## src/core/synth_cfg_params.svh

```systemverilog
`ifndef SYNTH_CFG_PARAMS_SVH
`define SYNTH_CFG_PARAMS_SVH

// ----------------------------------------------------------------------------
// word layout
// ----------------------------------------------------------------------------
`define CFG_WORD_W        24
`define ADDR_W            4
`define DATA_LSB          4

// low address bits of each word (word 0 is any code with bit 0 clear)
`define ADDR_W0_BIT       0
`define ADDR_W1           4'h3
`define ADDR_W2           4'h5
`define ADDR_ACCESS       4'h7
`define ADDR_MODE         4'h9
`define ADDR_FRAC_EXT     4'hB
`define ADDR_FASTLOCK     4'hD
`define ADDR_TEST_RESET   4'hF

// ----------------------------------------------------------------------------
// access word fields
// ----------------------------------------------------------------------------
`define ACCESS_LSB        20
`define ACCESS_MUST_BIT   20
`define GAIN_LSB          16
`define AUX_R_LSB         4

// ----------------------------------------------------------------------------
// mode word fields
// ----------------------------------------------------------------------------
`define AUTOPU_BIT        23
`define FIXED_MSB         22
`define FIXED_LSB         18
`define FIXED_VAL         5'h08
`define DITHER_LSB        16
`define ORDER_LSB         14
`define ZERO_BIT          13
`define DOUBLER_BIT       12
`define OSCOUT_BIT        11
`define AUX_POL_BIT       10
`define MAIN_POL_BIT      9
`define PRESC_BIT         8
`define MUX_LSB           4

// ----------------------------------------------------------------------------
// reset and default contents
// ----------------------------------------------------------------------------
`define ACCESS_RESET      24'h100007
`define MODE_RESET        24'h22C709
`define FRAC_EXT_DEFAULT  24'h00000B
`define FASTLOCK_DEFAULT  24'h00000D
`define TEST_RST_DEFAULT  24'h00090F

// ----------------------------------------------------------------------------
// test/lock pin select codes
// ----------------------------------------------------------------------------
`define SEL_HIZ           4'h0
`define SEL_HIGH          4'h1
`define SEL_LOW           4'h2
`define SEL_DLD_BOTH      4'h3
`define SEL_DLD_MAIN      4'h4
`define SEL_DLD_AUX       4'h5
`define SEL_ALD_BOTH_OD   4'h6
`define SEL_ALD_MAIN_OD   4'h7
`define SEL_ALD_AUX_OD    4'h8
`define SEL_ALD_BOTH      4'h9
`define SEL_ALD_MAIN      4'hA
`define SEL_ALD_AUX       4'hB
`define SEL_DIV_FIRST     4'hC

// ----------------------------------------------------------------------------
// timing
// ----------------------------------------------------------------------------
`define REF_CLK_NS        20
`define SCLK_HALF_NS      40
`define SCLK_HALF_CYC     ((`SCLK_HALF_NS + `REF_CLK_NS - 1) / `REF_CLK_NS)

`endif

```

## src/core/synth_cfg_pkg.sv

```systemverilog
`default_nettype none

`include "synth_cfg_params.svh"

package synth_cfg_pkg;

  typedef logic [`CFG_WORD_W-1:0] cfg_word_t;
  typedef logic [`ADDR_W-1:0]     word_addr_t;

  typedef struct packed {
    logic       hit;
    logic [2:0] idx;
  } word_sel_t;

  typedef enum {
    H_IDLE,
    H_SHIFT_LO,
    H_SHIFT_HI,
    H_LATCH
  } host_state_t;

  // maps the low address bits of a word to its number 0..7
  function automatic word_sel_t word_index(input word_addr_t a);
    word_sel_t s;
    s.hit = 1'b1;
    s.idx = 3'h0;
    if (!a[`ADDR_W0_BIT]) begin
      s.idx = 3'h0;
    end else if (a == `ADDR_W1) begin
      s.idx = 3'h1;
    end else if (a == `ADDR_W2) begin
      s.idx = 3'h2;
    end else if (a == `ADDR_ACCESS) begin
      s.idx = 3'h3;
    end else if (a == `ADDR_MODE) begin
      s.idx = 3'h4;
    end else if (a == `ADDR_FRAC_EXT) begin
      s.idx = 3'h5;
    end else if (a == `ADDR_FASTLOCK) begin
      s.idx = 3'h6;
    end else if (a == `ADDR_TEST_RESET) begin
      s.idx = 3'h7;
    end else begin
      s.hit = 1'b0;
    end
    return s;
  endfunction

endpackage

`default_nettype wire

```

## src/core/serial_cfg_if.sv

```systemverilog
`default_nettype none

interface serial_cfg_if;
  logic sclk;
  logic sdata;
  logic latch_en;

  modport host (
    output sclk,
    output sdata,
    output latch_en
  );

  modport dev (
    input sclk,
    input sdata,
    input latch_en
  );
endinterface

`default_nettype wire

```

## src/core/shift_word_rx.sv

```systemverilog
`default_nettype none

`include "synth_cfg_params.svh"

module shift_word_rx
(
  input  wire logic               clk,
  input  wire logic               rst_n,
  input  wire logic               ce,
  input  wire logic               sclk,
  input  wire logic               sdata,
  input  wire logic               latch_en,
  output logic                    word_stb,
  output synth_cfg_pkg::cfg_word_t word
);
  import synth_cfg_pkg::*;

  logic      sclk_prev_q;
  logic      le_prev_q;
  cfg_word_t shift_q;
  cfg_word_t shift_d;
  logic      sclk_rise;
  logic      le_rise;

  assign sclk_rise = sclk && !sclk_prev_q && !latch_en;
  assign le_rise   = latch_en && !le_prev_q;
  // msb first: the address nibble is the last to arrive
  assign shift_d   = sclk_rise ? {shift_q[`CFG_WORD_W-2:0], sdata} : shift_q;
  assign word      = shift_q;

  always_ff @(posedge clk) begin
    if (!rst_n) begin
      sclk_prev_q <= 1'b0;
      le_prev_q   <= 1'b0;
      shift_q     <= '0;
      word_stb    <= 1'b0;
    end else if (ce) begin
      sclk_prev_q <= sclk;
      le_prev_q   <= latch_en;
      shift_q     <= shift_d;
      word_stb    <= le_rise;
    end
  end

endmodule

`default_nettype wire

```

## src/core/synth_cfg_device.sv

```systemverilog
`default_nettype none

`include "synth_cfg_params.svh"

module synth_cfg_device
(
  input  wire logic           REF_CLK,
  input  wire logic           RST_N,
  input  wire logic           CE,
  serial_cfg_if.dev           LINK,
  input  wire logic           DIG_LOCK_MAIN,
  input  wire logic           DIG_LOCK_AUX,
  input  wire logic           ANA_LOCK_MAIN,
  input  wire logic           ANA_LOCK_AUX,
  input  wire logic           AUX_REF_DIV,
  input  wire logic           AUX_FB_DIV,
  input  wire logic           MAIN_REF_DIV,
  input  wire logic           MAIN_FB_DIV,
  output logic                TEST_LOCK_PIN_O,
  output logic                TEST_LOCK_PIN_OE_N,
  output logic [3:0]          MAIN_PUMP_GAIN,
  output logic [4:0]          MAIN_PUMP_SCALE,
  output logic [3:0]          ACCESS_SELECT,
  output synth_cfg_pkg::cfg_word_t ACCESS_WORD,
  output synth_cfg_pkg::cfg_word_t MODE_WORD,
  output synth_cfg_pkg::cfg_word_t FRACTION_EXT_WORD,
  output synth_cfg_pkg::cfg_word_t FASTLOCK_WORD,
  output synth_cfg_pkg::cfg_word_t TEST_RESET_WORD,
  output logic [4:0]          MANDATORY_LOADED,
  output logic                FORMAT_ERROR
);
  import synth_cfg_pkg::*;

  // --------------------------------------------------------------------------
  // serial word receiver
  // --------------------------------------------------------------------------
  logic      word_stb;
  cfg_word_t rx_word;
  word_sel_t sel;

  shift_word_rx u_rx (
    .clk      (REF_CLK),
    .rst_n    (RST_N),
    .ce       (CE),
    .sclk     (LINK.sclk),
    .sdata    (LINK.sdata),
    .latch_en (LINK.latch_en),
    .word_stb (word_stb),
    .word     (rx_word)
  );

  assign sel = word_index(rx_word[`ADDR_W-1:0]);

  logic wr_access;
  logic wr_mode;
  assign wr_access = word_stb && sel.hit && (sel.idx == 3'h3);
  assign wr_mode   = word_stb && sel.hit && (sel.idx == 3'h4);

  // --------------------------------------------------------------------------
  // access word and pump gain
  // --------------------------------------------------------------------------
  logic [4:0] scale_d;
  logic       access_bad;
  logic       mode_bad;

  assign scale_d    = {1'b0, rx_word[`GAIN_LSB+3:`GAIN_LSB]} + 5'h01;
  assign access_bad = !rx_word[`ACCESS_MUST_BIT];
  // fixed pattern and zero bit checked; fields still taken as written
  assign mode_bad   = (rx_word[`FIXED_MSB:`FIXED_LSB] != `FIXED_VAL) || rx_word[`ZERO_BIT];

  always_ff @(posedge REF_CLK) begin
    if (!RST_N) begin
      ACCESS_WORD     <= `ACCESS_RESET;
      MAIN_PUMP_SCALE <= 5'h01;
      FORMAT_ERROR    <= 1'b0;
    end else if (CE) begin
      if (wr_access) begin
        ACCESS_WORD     <= rx_word;
        MAIN_PUMP_SCALE <= scale_d;
        FORMAT_ERROR    <= access_bad;
      end else if (wr_mode) begin
        FORMAT_ERROR    <= mode_bad;
      end
    end
  end

  assign MAIN_PUMP_GAIN = ACCESS_WORD[`GAIN_LSB+3:`GAIN_LSB];
  assign ACCESS_SELECT  = ACCESS_WORD[`ACCESS_LSB+3:`ACCESS_LSB];

  // --------------------------------------------------------------------------
  // mode word
  // --------------------------------------------------------------------------
  // powers up with the reference settings so the pin mux is defined
  always_ff @(posedge REF_CLK) begin
    if (!RST_N) begin
      MODE_WORD <= `MODE_RESET;
    end else if (CE && wr_mode) begin
      MODE_WORD <= rx_word;
    end
  end

  // --------------------------------------------------------------------------
  // optional words: defaults while their access bit is clear
  // --------------------------------------------------------------------------
  localparam cfg_word_t OPT_DEFAULT [3] = '{`FRAC_EXT_DEFAULT, `FASTLOCK_DEFAULT, `TEST_RST_DEFAULT};

  cfg_word_t opt_q [3];

  for (genvar i = 0; i < 3; i++) begin : g_opt
    logic opt_wr;
    assign opt_wr = word_stb && sel.hit && (sel.idx == 3'(5 + i));
    always_ff @(posedge REF_CLK) begin
      if (!RST_N) begin
        opt_q[i] <= OPT_DEFAULT[i];
      end else if (CE) begin
        if (!ACCESS_SELECT[i+1]) begin
          opt_q[i] <= OPT_DEFAULT[i];
        end else if (opt_wr) begin
          opt_q[i] <= rx_word;
        end
      end
    end
  end

  assign FRACTION_EXT_WORD = opt_q[0];
  assign FASTLOCK_WORD     = opt_q[1];
  assign TEST_RESET_WORD   = opt_q[2];

  // --------------------------------------------------------------------------
  // mandatory word bookkeeping
  // --------------------------------------------------------------------------
  always_ff @(posedge REF_CLK) begin
    if (!RST_N) begin
      MANDATORY_LOADED <= 5'h00;
    end else if (CE && word_stb && sel.hit && (sel.idx < 3'h5)) begin
      MANDATORY_LOADED[sel.idx] <= 1'b1;
    end
  end

  // --------------------------------------------------------------------------
  // divider outputs halved
  // --------------------------------------------------------------------------
  logic [3:0] div_in;
  logic [3:0] div_prev_q;
  logic [3:0] div_half_q;

  // order follows select codes 12..15
  assign div_in = {MAIN_FB_DIV, MAIN_REF_DIV, AUX_FB_DIV, AUX_REF_DIV};

  for (genvar k = 0; k < 4; k++) begin : g_half
    always_ff @(posedge REF_CLK) begin
      if (!RST_N) begin
        div_prev_q[k] <= 1'b0;
        div_half_q[k] <= 1'b0;
      end else if (CE) begin
        div_prev_q[k] <= div_in[k];
        if (div_in[k] && !div_prev_q[k]) begin
          div_half_q[k] <= !div_half_q[k];
        end
      end
    end
  end

  // --------------------------------------------------------------------------
  // test/lock pin multiplexer
  // --------------------------------------------------------------------------
  logic [3:0] pin_sel;
  logic       dld_both;
  logic       ald_both;
  logic       pin_o_d;
  logic       pin_oe_n_d;

  assign pin_sel  = MODE_WORD[`MUX_LSB+3:`MUX_LSB];
  assign dld_both = DIG_LOCK_MAIN && DIG_LOCK_AUX;
  assign ald_both = ANA_LOCK_MAIN && ANA_LOCK_AUX;

  always_comb begin
    pin_o_d    = 1'b0;
    pin_oe_n_d = 1'b0;
    case (pin_sel)
      `SEL_HIZ:         pin_oe_n_d = 1'b1;
      `SEL_HIGH:        pin_o_d    = 1'b1;
      `SEL_LOW:         pin_o_d    = 1'b0;
      `SEL_DLD_BOTH:    pin_o_d    = dld_both;
      `SEL_DLD_MAIN:    pin_o_d    = DIG_LOCK_MAIN;
      `SEL_DLD_AUX:     pin_o_d    = DIG_LOCK_AUX;
      // open-drain: pull low while unlocked, release once locked
      `SEL_ALD_BOTH_OD: pin_oe_n_d = ald_both;
      `SEL_ALD_MAIN_OD: pin_oe_n_d = ANA_LOCK_MAIN;
      `SEL_ALD_AUX_OD:  pin_oe_n_d = ANA_LOCK_AUX;
      `SEL_ALD_BOTH:    pin_o_d    = ald_both;
      `SEL_ALD_MAIN:    pin_o_d    = ANA_LOCK_MAIN;
      `SEL_ALD_AUX:     pin_o_d    = ANA_LOCK_AUX;
      default:          pin_o_d    = div_half_q[2'(pin_sel - `SEL_DIV_FIRST)];
    endcase
  end

  always_ff @(posedge REF_CLK) begin
    if (!RST_N) begin
      TEST_LOCK_PIN_O    <= 1'b0;
      TEST_LOCK_PIN_OE_N <= 1'b1;
    end else if (CE) begin
      TEST_LOCK_PIN_O    <= pin_o_d;
      TEST_LOCK_PIN_OE_N <= pin_oe_n_d;
    end
  end

endmodule

`default_nettype wire

```

## src/flat_wrapper.sv

```systemverilog
// flat-port wrapper written by rule: the top's interface ports become plain ports
module synth_cfg_device_flat import synth_cfg_pkg::*;
  (REF_CLK, RST_N, CE, DIG_LOCK_MAIN, DIG_LOCK_AUX, ANA_LOCK_MAIN, ANA_LOCK_AUX, AUX_REF_DIV, AUX_FB_DIV, MAIN_REF_DIV, MAIN_FB_DIV, TEST_LOCK_PIN_O, TEST_LOCK_PIN_OE_N, MAIN_PUMP_GAIN, MAIN_PUMP_SCALE, ACCESS_SELECT, ACCESS_WORD, MODE_WORD, FRACTION_EXT_WORD, FASTLOCK_WORD, TEST_RESET_WORD, MANDATORY_LOADED, FORMAT_ERROR, LINK_sclk, LINK_sdata, LINK_latch_en);
  serial_cfg_if LINK_i ();
  input  wire logic REF_CLK;
  input  wire logic RST_N;
  input  wire logic CE;
  input  wire logic DIG_LOCK_MAIN;
  input  wire logic DIG_LOCK_AUX;
  input  wire logic ANA_LOCK_MAIN;
  input  wire logic ANA_LOCK_AUX;
  input  wire logic AUX_REF_DIV;
  input  wire logic AUX_FB_DIV;
  input  wire logic MAIN_REF_DIV;
  input  wire logic MAIN_FB_DIV;
  output logic TEST_LOCK_PIN_O;
  output logic TEST_LOCK_PIN_OE_N;
  output logic [3:0] MAIN_PUMP_GAIN;
  output logic [4:0] MAIN_PUMP_SCALE;
  output logic [3:0] ACCESS_SELECT;
  output synth_cfg_pkg::cfg_word_t ACCESS_WORD;
  output synth_cfg_pkg::cfg_word_t MODE_WORD;
  output synth_cfg_pkg::cfg_word_t FRACTION_EXT_WORD;
  output synth_cfg_pkg::cfg_word_t FASTLOCK_WORD;
  output synth_cfg_pkg::cfg_word_t TEST_RESET_WORD;
  output logic [4:0] MANDATORY_LOADED;
  output logic FORMAT_ERROR;
  input wire logic [$bits(LINK_i.sclk)-1:0] LINK_sclk;
  input wire logic [$bits(LINK_i.sdata)-1:0] LINK_sdata;
  input wire logic [$bits(LINK_i.latch_en)-1:0] LINK_latch_en;
  assign LINK_i.sclk = LINK_sclk;
  assign LINK_i.sdata = LINK_sdata;
  assign LINK_i.latch_en = LINK_latch_en;
  synth_cfg_device u_core (.REF_CLK(REF_CLK), .RST_N(RST_N), .CE(CE), .LINK(LINK_i), .DIG_LOCK_MAIN(DIG_LOCK_MAIN), .DIG_LOCK_AUX(DIG_LOCK_AUX), .ANA_LOCK_MAIN(ANA_LOCK_MAIN), .ANA_LOCK_AUX(ANA_LOCK_AUX), .AUX_REF_DIV(AUX_REF_DIV), .AUX_FB_DIV(AUX_FB_DIV), .MAIN_REF_DIV(MAIN_REF_DIV), .MAIN_FB_DIV(MAIN_FB_DIV), .TEST_LOCK_PIN_O(TEST_LOCK_PIN_O), .TEST_LOCK_PIN_OE_N(TEST_LOCK_PIN_OE_N), .MAIN_PUMP_GAIN(MAIN_PUMP_GAIN), .MAIN_PUMP_SCALE(MAIN_PUMP_SCALE), .ACCESS_SELECT(ACCESS_SELECT), .ACCESS_WORD(ACCESS_WORD), .MODE_WORD(MODE_WORD), .FRACTION_EXT_WORD(FRACTION_EXT_WORD), .FASTLOCK_WORD(FASTLOCK_WORD), .TEST_RESET_WORD(TEST_RESET_WORD), .MANDATORY_LOADED(MANDATORY_LOADED), .FORMAT_ERROR(FORMAT_ERROR));
endmodule
```

## config.mk

```make
export PLATFORM = sky130hd
export DESIGN_NAME = synth_cfg_device_flat
export DESIGN_NICKNAME = d
export VERILOG_FILES = /design/src/core/synth_cfg_pkg.sv /design/src/core/serial_cfg_if.sv /design/src/core/shift_word_rx.sv /design/src/core/synth_cfg_device.sv /design/src/flat_wrapper.sv
export VERILOG_INCLUDE_DIRS = /design/src /design/src/core
export SDC_FILE = /design/constraint.sdc
export NUM_CORES = 1
export LEC_CHECK = 0
export BUFFER_PORTS_ARGS = -buffer_cell sky130_fd_sc_hd__buf_2
export CORE_ASPECT_RATIO = 0.6
export CORE_MARGIN = 1.5
export CORE_UTILIZATION = 45
export DETAILED_ROUTE_END_ITERATION = 10
export MAX_ROUTING_LAYER = met4
export PLACE_DENSITY = 0.69
export SLEW_MARGIN = 20
export SYNTH_ARGS = -nofsm -noshare
export SYNTH_HDL_FRONTEND = slang
export SYNTH_SLANG_ARGS = --single-unit
```

## constraint.sdc

```tcl
create_clock -name REF_CLK -period 4.6 [get_ports REF_CLK]
set_input_delay 0.69 -clock REF_CLK [delete_from_list [all_inputs] [get_ports REF_CLK]]
set_output_delay 0.69 -clock REF_CLK [all_outputs]
set_load 0.005 [all_outputs]
```

== Word-level counts from Yosys, hierarchy flattened ==
Memories as Yosys holds them, arrays and structs flattened.
Cells that the tools add are included.
Operators by class
  bitwise operators: 7
  muxes and demuxes: 58
  $lt $le $gt $ge: 4
  reduce and logical (&&, ||, !) cells: 43
  equal/unequal tests: 24
  $add $sub $neg: 2
Operators by type and width (count)
  $mux W24: 6
  $mux W1: 40
  $eq A4 B4 Y1 const B: 8
  $eq A4 B3 Y1 const B: 6
  $mux W3: 8
  $logic_and A1 B1 Y1: 20
  $reduce_and A2 Y1: 7
  $eq A3 B3 Y1 const B: 4
  $eq A4 B2 Y1 const B: 3
  $logic_not A1 Y1: 12
  $pmux W1 S8: 1
  $or A1 B1 Y1: 6
  $add A4 B1 Y5 const B: 1
  $ne A5 B4 Y1 const B: 1
  $or A5 B5 Y5: 1
  $reduce_or A5 Y1: 1
  $eq A4 B1 Y1 const B: 1
  $logic_not A4 Y1: 1
  $lt A3 B4 Y1 const B: 1
  $pmux W1 S4: 1
  $demux W1 S3: 1
  $eq A3 B2 Y1 const B: 1
  $ge A3 B1 Y1 const B: 1
  $lt A2 B3 Y1 const B: 1
  other kinds (5): 5
Word-level totals
  bits in registers: 96
  memories kept: 1
  bits in writable memories: 72
  logic and storage cells: 158
  output and inout port bits: 141
  input port bits: 14
Memories
  u_core.opt_q: words 3, width 24, rd ports 3, clocked after Yosys merged registers in 0, wr ports 3, RTL line synth_cfg_device.sv:107  | cfg_word_t opt_q [3];

== Depth between registers and ports, before layout ==
  depth after elaboration: 17
  mapped depth: 7

== By module ==
Synthesis repeated with hierarchy kept, for this count alone.
Second synthesis, totals
  cell total of the unflattened synthesis: 562
  area, all modules: 6298.5 sq um
By module, submodules not included
  synth_cfg_device: area each 5292.6 sq um, sequential area each 3543.4 sq um, times used 1, cells an instance 472
  shift_word_rx: area each 1006.0 sq um, sequential area each 540.5 sq um, times used 1, cells an instance 90

== Least setup slack after synthesis ==
No wires, ideal clock.
  kind: in2reg
  start: input port RST_N
  end: memory u_core.opt_q[1][0] (netlist name), enable pin
  setup time: 488 ps
  cell stages on the path: 4
  setup slack: 2116 ps
  data required time: 4112 ps
  arrival: 1996 ps
  cell sequence: buf_2 clkbuf_1 clkbuf_1 nand3b_1
RTL lines
  start, declared: RTL line flat_wrapper.sv:6  | input wire logic RST_N;
  end, declared: RTL line synth_cfg_device.sv:107

==> flow_metrics.tcl <==
set metrics [dict create \
    synth_common_cells "nand2_1 (144), dfxtp_1 (96), edfxtp_1 (72)" \
    synthCells 597 \
    syn-cell-area_sq_um 6472 \
    place_hpwl_mm 10.33 \
    ys_warn_count 0 \
    tns_ps 0 \
    nets 748 \
    std_cell_rows 33 \
    grt_pass1_vias 4466 \
    min_path_cells 1 \
    initial_core_util 0.4679 \
    n_antenna_cell 0 \
    post-cts-setup-buffers 0 \
    power_leakage_nw 3.271 \
    grt_antenna_before_repair 0 \
    wl_per_cell_um 16.45 \
    status "completed" \
    fin_skew_ps 8.878 \
    power_density_nw_per_um2 390.8 \
    ios 155 \
    routed_wl_mm 15.43 \
    ys_seq_elements 168 \
    clockBufferDepth 2 \
    yosys.area.top_type "edfxtp_1" \
    tritoncts "done" \
    synth_seq_area_share 0.6310 \
    yosysMostFrequentCell "nand2_1" \
    relSlewSlack 0.2313 \
    fin_crit_ps 2804 \
    vdd_ir_drop_max_v 0.0002491 \
    p_total_mw 3.087 \
    ctsResizeCount 0 \
    setup_violations 0 \
    synth.area.mux_share 0.01102 \
    fill_cells 1176 \
    path_buf_inv 2 \
    rsz0062_at_grt "false" \
    critPathLaunchType "input port" \
    route.detailed.drc 0 \
    drive_gt1_frac 0.2694 \
    worstHoldPathType "flip-flop to flip-flop" \
    synth_fa_ha_area_frac 0.001933 \
    via_per_inst 5.017 \
    r2r-start "u_core.u_rx.word[0]" \
    ant_nets 0 \
    synth_top_family_by_area "simple AND/OR/NAND/NOR gates" \
    critical_path.top_delay_family "simple AND/OR/NAND/NOR gates" \
    drt-initial-drc-count 344 \
    htreeDepth 4 \
    avgSynthCellArea_sq_um 10.84 \
    yosys.cell_types.count 46 \
    required_ps 4740 \
    synth-edff-count 72 \
    holdBufCountCts 0 \
    cp_max_fo 24 \
    synthXorXnorAreaFrac 0.004060 \
    hold_viol 0 \
    place.gp.congestion 0.8039 \
    grt_max_degree 62 \
    netlist.area_leader.share 0.3340 \
    synth_compound_area_frac 0.09975 \
    layoutNonFillerInstCount 938 \
    fin_crit_sh 0.6095 \
    cp_slowest_cell "and4_1" \
    core-area_sq_um 13830 \
    drv_slew 0 \
    async_reset_ff_frac 0 \
    grt_pass1_wl_mm 23.77 \
    cts.sinks 168 \
    die-area_sq_um 15140 \
    endpoint_kind "flip-flop" \
    synth.top_cells.by_area "edfxtp_1 (33%), dfxtp_1 (30%), nand2_1 (8.4%), and2_1 (5.7%), a21boi_0 (5.7%)" \
    syn2layout_area_growth_pct 22.04 \
    clk_latency_ps 430 \
    path_class "input port to flip-flop" \
    firstDrtPassIters 5 \
    dp.cells 904 \
    port-buffer-count 154 \
    r2r_end "u_core.opt_q[2][6]" \
    drv_cap 0 \
    path_clk_slew_ps 70 \
    gr-usage-all-layers 0.2205 \
    worstMarginPinSlew_ps 1147 \
    hold_start "u_core.ACCESS_WORD[0]" \
    grt_overflow 0 \
    path_cells "buf_2 -> nand3_1 -> nor2_1 -> and4_1 -> nand3b_1 -> buf_8" \
    hold-path-endpoint "u_core.ACCESS_WORD[0]" \
    worstPathArrival_ps 2940 \
    vias 4706 \
    cts_made_buffers 17 \
    crit_start "CE" \
    fp.dieW_um 157.8 \
    fmax_mhz 356.7 \
    reg2regPathDepth 5 \
    max_stage_delay_ps 610 \
    ys.flop_type "dfxtp_1" \
    yosys.area_share.simple 0.2086 \
    die_h_um 95.90 \
    r2r_setup_slack_ps 1970 \
    cts-root-buf "clkbuf_16" \
]
## logic make-up (layout without fill, tap and decap cells)
group / after synthesis / count (layout)
other cells: 2 / 12
fa+ha+maj: 1 / 1
flops: 168 / 168
compound gates: 89 / 89
xor+xnor: 3 / 3
mux: 7 / 7
buf+inv: 53 / 192
simple gates: 274 / 274
## per-stage QoR
stage	area, sq um	setup WS [ps]	util	hold WS (ps)
floorplan	6510	2116	-	439.7
global placement	7298	1268	0.5276	422.3
detailed placement	7298	1118	0.5276	430.0
CTS	7869	1561	0.5689	447.1
global route	7899	1569	0.5711	453.8
finish	7899	1796	0.5711	447.2
## how the worst max path moves through the flow
stage,endpoint,slack (ps),depth (start not counted)
finish,u_core.opt_q[2][6],1800,6
detailed placement,u_core.opt_q[2][2],1120,5
floorplan,u_core.opt_q[1][0],2120,4
CTS,u_core.opt_q[2][15],1560,5
global placement,u_core.opt_q[2][11],1270,5
global route,u_core.opt_q[2][13],1570,6
## flip-flops by register name (all words and copies together), names as in the netlist
signal,flops
u_core.u_rx.word_stb,1
u_core.div_prev_q,4
u_core.FORMAT_ERROR,1
u_core.u_rx.word,24
u_core.TEST_LOCK_PIN_O,1
u_core.u_rx.le_prev_q,1
u_core.MAIN_PUMP_SCALE,5
u_core.ACCESS_WORD,24
u_core.TEST_LOCK_PIN_OE_N,1
u_core.div_half_q,4
u_core.opt_q,72
u_core.u_rx.sclk_prev_q,1
u_core.MODE_WORD,24
u_core.MANDATORY_LOADED,5
## worst register-to-register path, stage by stage, from the launching register on
cell,delay (ps)
dfxtp_1,500
nand3_1,210
nor2_1,180
and4_1,610
nand3b_1,590
buf_8,240
## per-layer routing
| layer | GRT usage | share of wire | up-vias |
|---|---|---|---|
| li1 | - | - | 2266 |
| met1 | 0.2998 | 0.47 | 2226 |
| met2 | 0.3187 | 0.44 | 192 |
| met3 | 0.04953 | 0.076 | 22 |
| met4 | 0.09355 | 0.015 | 0 |
| met5 | - | 0 | - |
## final cells by class
class,instances,area [sq um],area share
multi-input cells,386,2177,0.2756
clock inverters,13,106.4,0.01346
clock buffers,19,464.2,0.05877
well taps,192,240.2,0.03041
inverters,1,3.754,0.0004752
repair buffers,159,823.3,0.1042
flip-flops and latches,168,4084,0.5170
## placed cells by master, fill, tap and decap left out, types with 9 or more instances in the layout
cell / synthesis / routed
a21boi_0: 49 / 49
dfxtp_1: 96 / 96
clkbuf_16: 0 / 18
conb_1: 2 / 12
a21boi_1: 16 / 16
nand2b_1: 9 / 9
edfxtp_1: 72 / 72
nand3_1: 16 / 16
o21ai_0: 10 / 10
buf_2: 15 / 154
nand2_1: 144 / 144
and2_1: 59 / 59
## report_power, final
| part | leakage, nW | internal [mW] | switching [mW] |
|---|---|---|---|
| clock | 0.279 | 0.751 | 0.611 |
| combinational | 1.44 | 0.0495 | 0.0620 |
| sequential | 1.55 | 1.60 | 0.0171 |
No activity file was read; power rests on OpenSTA's default activity.
